$ cat src/pkg/cpm_pkg.sv
/*
  Constants and carrier types for the configurable pin function mux.
  Assumes a single 40 MHz clock domain and an active-low asynchronous reset.
*/
`default_nettype none

package cpm_pkg;

  // ---------------------------------------------------------------------------
  // Function codes
  // ---------------------------------------------------------------------------
  typedef enum logic [4:0] {
    CPM_TRISTATE     = 5'h00,
    CPM_DRIVE_1      = 5'h01,
    CPM_DRIVE_0      = 5'h02,
    CPM_TX_ENABLE    = 5'h03,
    CPM_POWER_SWITCH = 5'h04,
    CPM_TX_LED       = 5'h05,
    CPM_RX_LED       = 5'h06,
    CPM_ANY_LED      = 5'h07,
    CPM_SLEEP        = 5'h08,
    CPM_CLK_FAST     = 5'h09,
    CPM_CLK_MID      = 5'h0a,
    CPM_CLK_SLOW     = 5'h0b,
    CPM_GPIO         = 5'h0c,
    CPM_CHARGER      = 5'h0d,
    CPM_CHARGER_N    = 5'h0e,
    CPM_WR_STROBE    = 5'h0f,
    CPM_RD_STROBE    = 5'h10,
    CPM_BUS_SENSE    = 5'h11,
    CPM_FRAME_TOGGLE = 5'h12,
    CPM_STAY_AWAKE   = 5'h13
  } cpm_func_t;

  localparam cpm_func_t CPM_FUNC_DEFAULT = CPM_TX_ENABLE;

  // ---------------------------------------------------------------------------
  // Timing
  // ---------------------------------------------------------------------------
  localparam int CPM_CLK_HZ = 40_000_000;
  localparam int CPM_LED_PULSE_US = 10;
  localparam int CPM_LED_PULSE_CYC = (CPM_LED_PULSE_US * (CPM_CLK_HZ / 1_000_000));
  localparam int CPM_LED_CNT_W = 16;

  // ---------------------------------------------------------------------------
  // Carriers
  // ---------------------------------------------------------------------------
  typedef struct packed {
    logic tx_activity;
    logic rx_activity;
    logic sof;
    logic write_strobe_n;
    logic read_strobe_n;
    logic charger_found;
    logic configured;
    logic suspend;
  } cpm_core_t;

  typedef struct packed {
    logic out;
    logic oe;
  } cpm_pad_t;

  typedef struct packed {
    cpm_func_t func;
    logic loaded;
    logic pull_down_opt;
    logic pwr_off;
    logic frame_level;
    logic [15:0] tx_cnt;
    logic [15:0] rx_cnt;
    cpm_pad_t pad;
    logic pull_down;
    logic bus_power;
    logic stay_awake;
    logic suspend_block;
    logic gpio_in;
    logic [7:0] uart;
  } cpm_state_t;

endpackage : cpm_pkg

`default_nettype wire

$ cat src/verilog/cpm_config_pin_mux.sv
/*
  Configurable pin function mux of the bridge with the fixed serial pins.
  Assumes clock phases, suspend, activity and strobe events come from the core,
  all synchronous to clk, and that the pad wire is resolved outside.
*/
// What this block does
// - Stored setting picks function; default transmit enable
// - Passive floats; constant modes drive fixed level
// - Transmit enable mode drives line driver enable
// - Power mode low when configured, high suspended
// - Transmit LED idles high, pulses low
// - Receive LED idles high, pulses low
// - Combined LED pulses on either direction
// - Sleep mode low during suspend
// - Clock modes output divided clocks, stop suspended
// - General mode is host bit-bang pin
// - Charger mode high on dedicated charger
// - Inverted charger mode drives the complement
// - Strobe modes output write or read strobe
// - Bus power sense mode is an input
// - Frame toggle inverts per start of frame
// - Stay awake low input blocks suspend
// - Inputs pulled up; optional suspend pull-down
// - Low marked signals active low; reset low
// - Drive transmit and request, sample receive, clear
`timescale 1ns/10ps
`default_nettype none

module cpm_config_pin_mux
  import cpm_pkg::*;
#(
  parameter int LED_PULSE_CYC = CPM_LED_PULSE_CYC
) (
  input wire logic clk,
  input wire logic reset_n,
  input wire logic [4:0] config_storage_func,
  input wire logic config_storage_pull_down,
  input wire logic config_storage_valid,
  input wire cpm_core_t core,
  input wire logic clock_out_fast,
  input wire logic clock_out_mid,
  input wire logic clock_out_slow,
  input wire logic rs485_tx_enable,
  input wire logic gpio_out,
  input wire logic gpio_oe,
  input wire logic uart_txd,
  input wire logic uart_rts_n,
  input wire logic config_pin_in,
  input wire logic rxd_pin,
  input wire logic cts_n_pin,
  output logic config_pin_out,
  output logic config_pin_oe,
  output logic config_pin_pull_down,
  output logic txd_pin,
  output logic rts_n_pin,
  output logic uart_rxd,
  output logic uart_cts_n,
  output logic gpio_in,
  output logic bus_power_sense,
  output logic suspend_block,
  output logic [4:0] active_func,
  output logic func_loaded
);

  // ---------------------------------------------------------------------------
  // State
  // ---------------------------------------------------------------------------
  cpm_state_t st_r;
  cpm_state_t st_nxt;
  logic [CPM_LED_CNT_W-1:0] pulse_len;

  assign pulse_len = CPM_LED_CNT_W'(LED_PULSE_CYC);

  // Restarts the pulse on each event so a burst keeps the LED lit.
  function automatic logic [CPM_LED_CNT_W-1:0] led_step(
    input logic event_hit,
    input logic [CPM_LED_CNT_W-1:0] cnt,
    input logic [CPM_LED_CNT_W-1:0] len
  );
    if (event_hit) begin
      return len;
    end else if (cnt != '0) begin
      return cnt - 1'b1;
    end
    return cnt;
  endfunction

  // ---------------------------------------------------------------------------
  // Next state
  // ---------------------------------------------------------------------------
  always_comb begin
    st_nxt = st_r;
    // The selection is captured once, so a storage glitch later cannot retarget the pin.
    if (!st_r.loaded && config_storage_valid) begin
      st_nxt.loaded = 1'b1;
      if (config_storage_func <= 5'h13) begin
        st_nxt.func = cpm_func_t'(config_storage_func);
      end else begin
        st_nxt.func = CPM_FUNC_DEFAULT;
      end
      st_nxt.pull_down_opt = config_storage_pull_down;
    end
    if (core.suspend) begin
      st_nxt.pwr_off = 1'b1;
    end else if (core.configured) begin
      st_nxt.pwr_off = 1'b0;
    end
    if (core.sof) begin
      st_nxt.frame_level = ~st_r.frame_level;
    end
    st_nxt.tx_cnt = led_step(core.tx_activity, st_r.tx_cnt, pulse_len);
    st_nxt.rx_cnt = led_step(core.rx_activity, st_r.rx_cnt, pulse_len);

    st_nxt.pad.oe = 1'b1;
    st_nxt.pad.out = 1'b1;
    case (st_r.func)
      CPM_TRISTATE: begin
        st_nxt.pad.oe = 1'b0;
      end
      CPM_DRIVE_1: begin
        st_nxt.pad.out = 1'b1;
      end
      CPM_DRIVE_0: begin
        st_nxt.pad.out = 1'b0;
      end
      CPM_TX_ENABLE: begin
        st_nxt.pad.out = rs485_tx_enable;
      end
      CPM_POWER_SWITCH: begin
        st_nxt.pad.out = st_nxt.pwr_off;
      end
      CPM_TX_LED: begin
        st_nxt.pad.out = (st_nxt.tx_cnt == '0);
      end
      CPM_RX_LED: begin
        st_nxt.pad.out = (st_nxt.rx_cnt == '0);
      end
      CPM_ANY_LED: begin
        st_nxt.pad.out = (st_nxt.tx_cnt == '0) && (st_nxt.rx_cnt == '0);
      end
      CPM_SLEEP: begin
        st_nxt.pad.out = ~core.suspend;
      end
      CPM_CLK_FAST: begin
        st_nxt.pad.out = clock_out_fast & ~core.suspend;
      end
      CPM_CLK_MID: begin
        st_nxt.pad.out = clock_out_mid & ~core.suspend;
      end
      CPM_CLK_SLOW: begin
        st_nxt.pad.out = clock_out_slow & ~core.suspend;
      end
      CPM_GPIO: begin
        st_nxt.pad.out = gpio_out;
        st_nxt.pad.oe = gpio_oe;
      end
      CPM_CHARGER: begin
        st_nxt.pad.out = core.charger_found;
      end
      CPM_CHARGER_N: begin
        st_nxt.pad.out = ~core.charger_found;
      end
      CPM_WR_STROBE: begin
        st_nxt.pad.out = core.write_strobe_n;
      end
      CPM_RD_STROBE: begin
        st_nxt.pad.out = core.read_strobe_n;
      end
      CPM_BUS_SENSE: begin
        st_nxt.pad.oe = 1'b0;
      end
      CPM_FRAME_TOGGLE: begin
        st_nxt.pad.out = st_nxt.frame_level;
      end
      CPM_STAY_AWAKE: begin
        st_nxt.pad.oe = 1'b0;
      end
      default: begin
        st_nxt.pad.oe = 1'b0;
      end
    endcase
    // Until the selection is known the pin floats rather than glitch a bus driver.
    if (!st_r.loaded) begin
      st_nxt.pad.oe = 1'b0;
    end

    // The pull acts only while the pad is an input; suspend may flip it down.
    st_nxt.pull_down = !st_nxt.pad.oe && st_r.pull_down_opt && core.suspend;
    st_nxt.bus_power = (st_r.func == CPM_BUS_SENSE) && config_pin_in;
    st_nxt.stay_awake = (st_r.func == CPM_STAY_AWAKE) && !config_pin_in;
    st_nxt.suspend_block = st_nxt.stay_awake;
    st_nxt.gpio_in = config_pin_in;
    st_nxt.uart = {4'h0, uart_txd, uart_rts_n, rxd_pin, cts_n_pin};
  end

  // ---------------------------------------------------------------------------
  // Registers
  // ---------------------------------------------------------------------------
  always_ff @(posedge clk or negedge reset_n) begin
    if (!reset_n) begin
      st_r <= '0;
      st_r.func <= CPM_FUNC_DEFAULT;
      st_r.pad.out <= 1'b1;
      st_r.uart <= 8'h0f;
    end else begin
      st_r <= st_nxt;
    end
  end

  // ---------------------------------------------------------------------------
  // Outputs
  // ---------------------------------------------------------------------------
  assign config_pin_out = st_r.pad.out;
  assign config_pin_oe = st_r.pad.oe;
  assign config_pin_pull_down = st_r.pull_down;
  assign txd_pin = st_r.uart[3];
  assign rts_n_pin = st_r.uart[2];
  assign uart_rxd = st_r.uart[1];
  assign uart_cts_n = st_r.uart[0];
  assign gpio_in = st_r.gpio_in;
  assign bus_power_sense = st_r.bus_power;
  assign suspend_block = st_r.suspend_block;
  assign active_func = st_r.func;
  assign func_loaded = st_r.loaded;
endmodule // cpm_config_pin_mux

`default_nettype wire
$ cat config.mk
export PLATFORM = sky130hd
export DESIGN_NAME = cpm_config_pin_mux
export DESIGN_NICKNAME = d
export VERILOG_FILES = /design/src/pkg/cpm_pkg.sv /design/src/verilog/cpm_config_pin_mux.sv
export SDC_FILE = /design/constraint.sdc
export NUM_CORES = 1
export LEC_CHECK = 0
export ABC_AREA = 0
export BUFFER_PORTS_ARGS = -buffer_cell sky130_fd_sc_hd__buf_2
export CORE_MARGIN = 2
export CORE_UTILIZATION = 57
export CTS_CLUSTER_SIZE = 8
export DETAILED_ROUTE_END_ITERATION = 12
export PLACE_DENSITY = 0.77
export SLEW_MARGIN = 20
export SYNTH_ARGS = -nofsm -noshare
export SYNTH_HDL_FRONTEND = slang
export SYNTH_SLANG_ARGS = --single-unit
$ cat constraint.sdc
create_clock -name clk -period 3.2 [get_ports clk]
set_clock_uncertainty 0.1 [all_clocks]
set_input_delay 0.32 -clock clk [delete_from_list [all_inputs] [get_ports clk]]
set_output_delay 0.32 -clock clk [all_outputs]
set_load 0.05 [all_outputs]
==> flow_summary.ini <==
[run_status]
status = completed

[power_and_ir_drop]
peakVddDrop_mv = 0.272
powerDensity_nw_per_um2 = 461
pwr-share-comb_pct = 22.7
p_leak_uw = 0.00137
clkPwrFrac_pct = 25.5
p_seq_share_pct = 51.9
internal_power_uw = 987
power_uw = 1480
power_switching_uw = 497
netSwitchingFraction_pct = 33.5

[final_layout]
largest_reg_flops = 35
drive_above_1_share_pct = 21.6
areaGrowthSynthToFinish_pct = 13.7
n_fill_cell = 408
multi_input_area_um2 = 1420
ff_latch_area_um2 = 1280
diodes = 0
layout.nets = 374
largest_register = st_r

[critical_path]
reg2reg_slack_ps = 140
end_kind = flop
path_max_fanout = 5
r2r-end = config_pin_out
regToRegStartpoint = st_r[31]
cp.arrival_ps = 3210
critPathKind = flop to flop
reg2regPathDepth = 9
required_ps = 3340
start_kind = flop

[synthesis]
yosys_warnings = 0
synthTopCellsByCount = 44 x dfrtp_1, 35 x nor2_1, 23 x nand2_1, 14 x a21oi_1
ys_seq_elements = 51
synth_most_common_cell = dfrtp_1
synth_seq_area_share_pct = 45.4
synth_top_area_share_pct = 38.9
ys_async_sr_fraction_pct = 100
synthTopCellsByArea = dfrtp_1 39%, dfstp_2 6.5%, nor2_1 4.6%, nand2_1 3.0%, xnor2_1 2.8%
syn-mean-instance-area_um2 = 9.47
synth-main-ff-cell = dfrtp_1
mappedNetlistArea_um2 = 2830
synth_top_area_cell = dfrtp_1
synth_cell_type_count = 55
synth_edf_count = 0
syn_inst = 299
syn-num-nets = 331

[sta]
worst_slew_pin_slew_ps = 592
relSlewSlack_pct = 60.6
setup_tns_ps = 0
setup_violations = 0
layout_min_cycle_time_ps = 3060
rsz0062_at_grt = false
finalMaxSlewViolations = 0
hold_violations = 0
fin_crit_sh_pct = 95.7
clock.fmax_ghz = 0.326

[hold_path]
min_path_type = input port to flop
min_from = config_pin_in
whs_endpoint = gpio_in
min_path_cells = 1

[floorplan]
start_util_pct = 59.6
io_pins = 44
coreArea_um2 = 4750
row_count = 25
die_x_um = 74.5
dieArea_um2 = 5550
fp.dieH_um = 74.5

[cts]
tritoncts = done
clock_latency_ps = 310
htree_levels = 2
max-clock-path-buffers = 2
cts_buffers = 5
cts_resized = 0
clkTransAtPathRegs_ps = 100
cts_root_buf = clkbuf_8
cts_sinks = 51

[global_route]
grt_usage_pct = 22.7
grt_pass1_vias = 2218
grt_pass1_wl_mm = 9.81
grt_max_degree = 49
globalRouteOverflowTotal = 0
antenna_found_initial = 0

[detailed_routing]
dr.pass1.iters = 6
route.vias.total = 2363
drt_iter0_drc = 157
post_drt_wl_per_cell_um = 14.4
vias_per_cell = 5.76
drc = 0
wl_mm = 5.90
ant_nets = 0

[job]
cap_violations = 0

[placed_design]
post-dp-hpwl_mm = 4.16
gp_congestion = 0.843
io_buffers = 43
[logic make-up after synthesis]
| group | after synthesis | synth area share (%) |
|---|---|---|
| buffers and inverters | 26 | 4.64 |
| multiplexers | 7 | 2.56 |
| flip-flops | 51 | 45.4 |
| AND/OR/NAND/NOR | 140 | 27.6 |
| adder cells (fa/ha/maj) | 4 | 1.77 |
| AO/OA/AOI/OAI | 53 | 12.5 |
| XOR/XNOR | 18 | 5.57 |
[metrics by stage]
step / std cells / hold WS [ps] / utilization, % / worst slack (ps) / instance area (um2)
finish: 410 / 33.5 / 67.7 / 136 / 3220
global route: 410 / 24.0 / 67.7 / 20.0 / 3220
CTS: 404 / 1.27 / 66.5 / 124 / 3160
detailed placement: 395 / 326 / 64.4 / 155 / 3060
global placement: 395 / 325 / 64.4 / 298 / 3060
floorplan: 299 / -75.6 / - / 473 / 2830
[worst max-delay path: stages, from the launching register on]
cell       delay (ps)
dfrtp_1           410
inv_1             140
ha_1              170
or4b_1            530
nor4_4            400
nor4_1            110
or4_1             470
nor4_1            330
nand4bb_1         180
a22oi_2           160
[power groups by stage]
stage / combinational (uW) / clock, uW / sequential, uW
floorplan: 228 / 0 / 790
CTS: 332 / 384 / 768
finish: 336 / 378 / 770
global route: 371 / 413 / 779
detailed placement: 329 / 0 / 780
global placement: 322 / 0 / 776
[cell usage in the layout, fill, tap and decap left out, types with 3 or more instances in the layout]
cell,netlist,layout
dfrtp_1,44,44
buf_2,0,42
nor2_1,35,35
nand2_1,23,23
a21oi_1,14,14
nor4_1,12,12
o21ai_0,12,12
nor3_1,11,11
xor2_1,9,9
xnor2_1,9,9
nand2b_1,9,9
buf_4,5,8
inv_1,7,7
nand3_1,7,7
dfstp_2,7,7
or3_1,6,6
nor4b_1,6,6
or4_1,6,6
o31ai_1,5,5
nor3b_1,5,5
mux2i_1,5,5
clkbuf_8,0,5
dlygate4sd3_1,0,5
nand3b_1,4,4
ha_1,4,4
a211oi_1,3,3
[area by class of cell]
type	count	share of cell area, %
inverters	7	0.816
multi-input cells	222	44.0
clock inverters	3	0.583
well taps	67	2.60
clock buffers	5	2.14
repair buffers	55	9.95
flip-flops and latches	51	39.9
[layer usage]
metal  vias up  share of wire, %  track usage, %
li1       1161                 -               -
met1      1122                47            31.4
met2        76                47            36.8
met3         4               5.0            4.47
met4         0              0.97            6.35
met5         -                 0               0
[worst max-delay path by stage]
stage          startpoint             end  cells past startpoint
2_1_floorplan    st_r[31]  config_pin_out                      9
3_3_place_gp     st_r[31]  config_pin_out                      9
3_5_place_dp     st_r[31]  config_pin_out                      9
4_1_cts          st_r[31]  config_pin_out                      9
5_1_grt          st_r[31]  config_pin_out                      9
6_report         st_r[31]  config_pin_out                      9
[timing repair]
action,in CTS,in global routing
endpoints found under the hold margin,1,47
hold buffers,1,4
buffers inserted,0,2
setup endpoints to repair,0,1
Power figures use the tool's default switching activity.
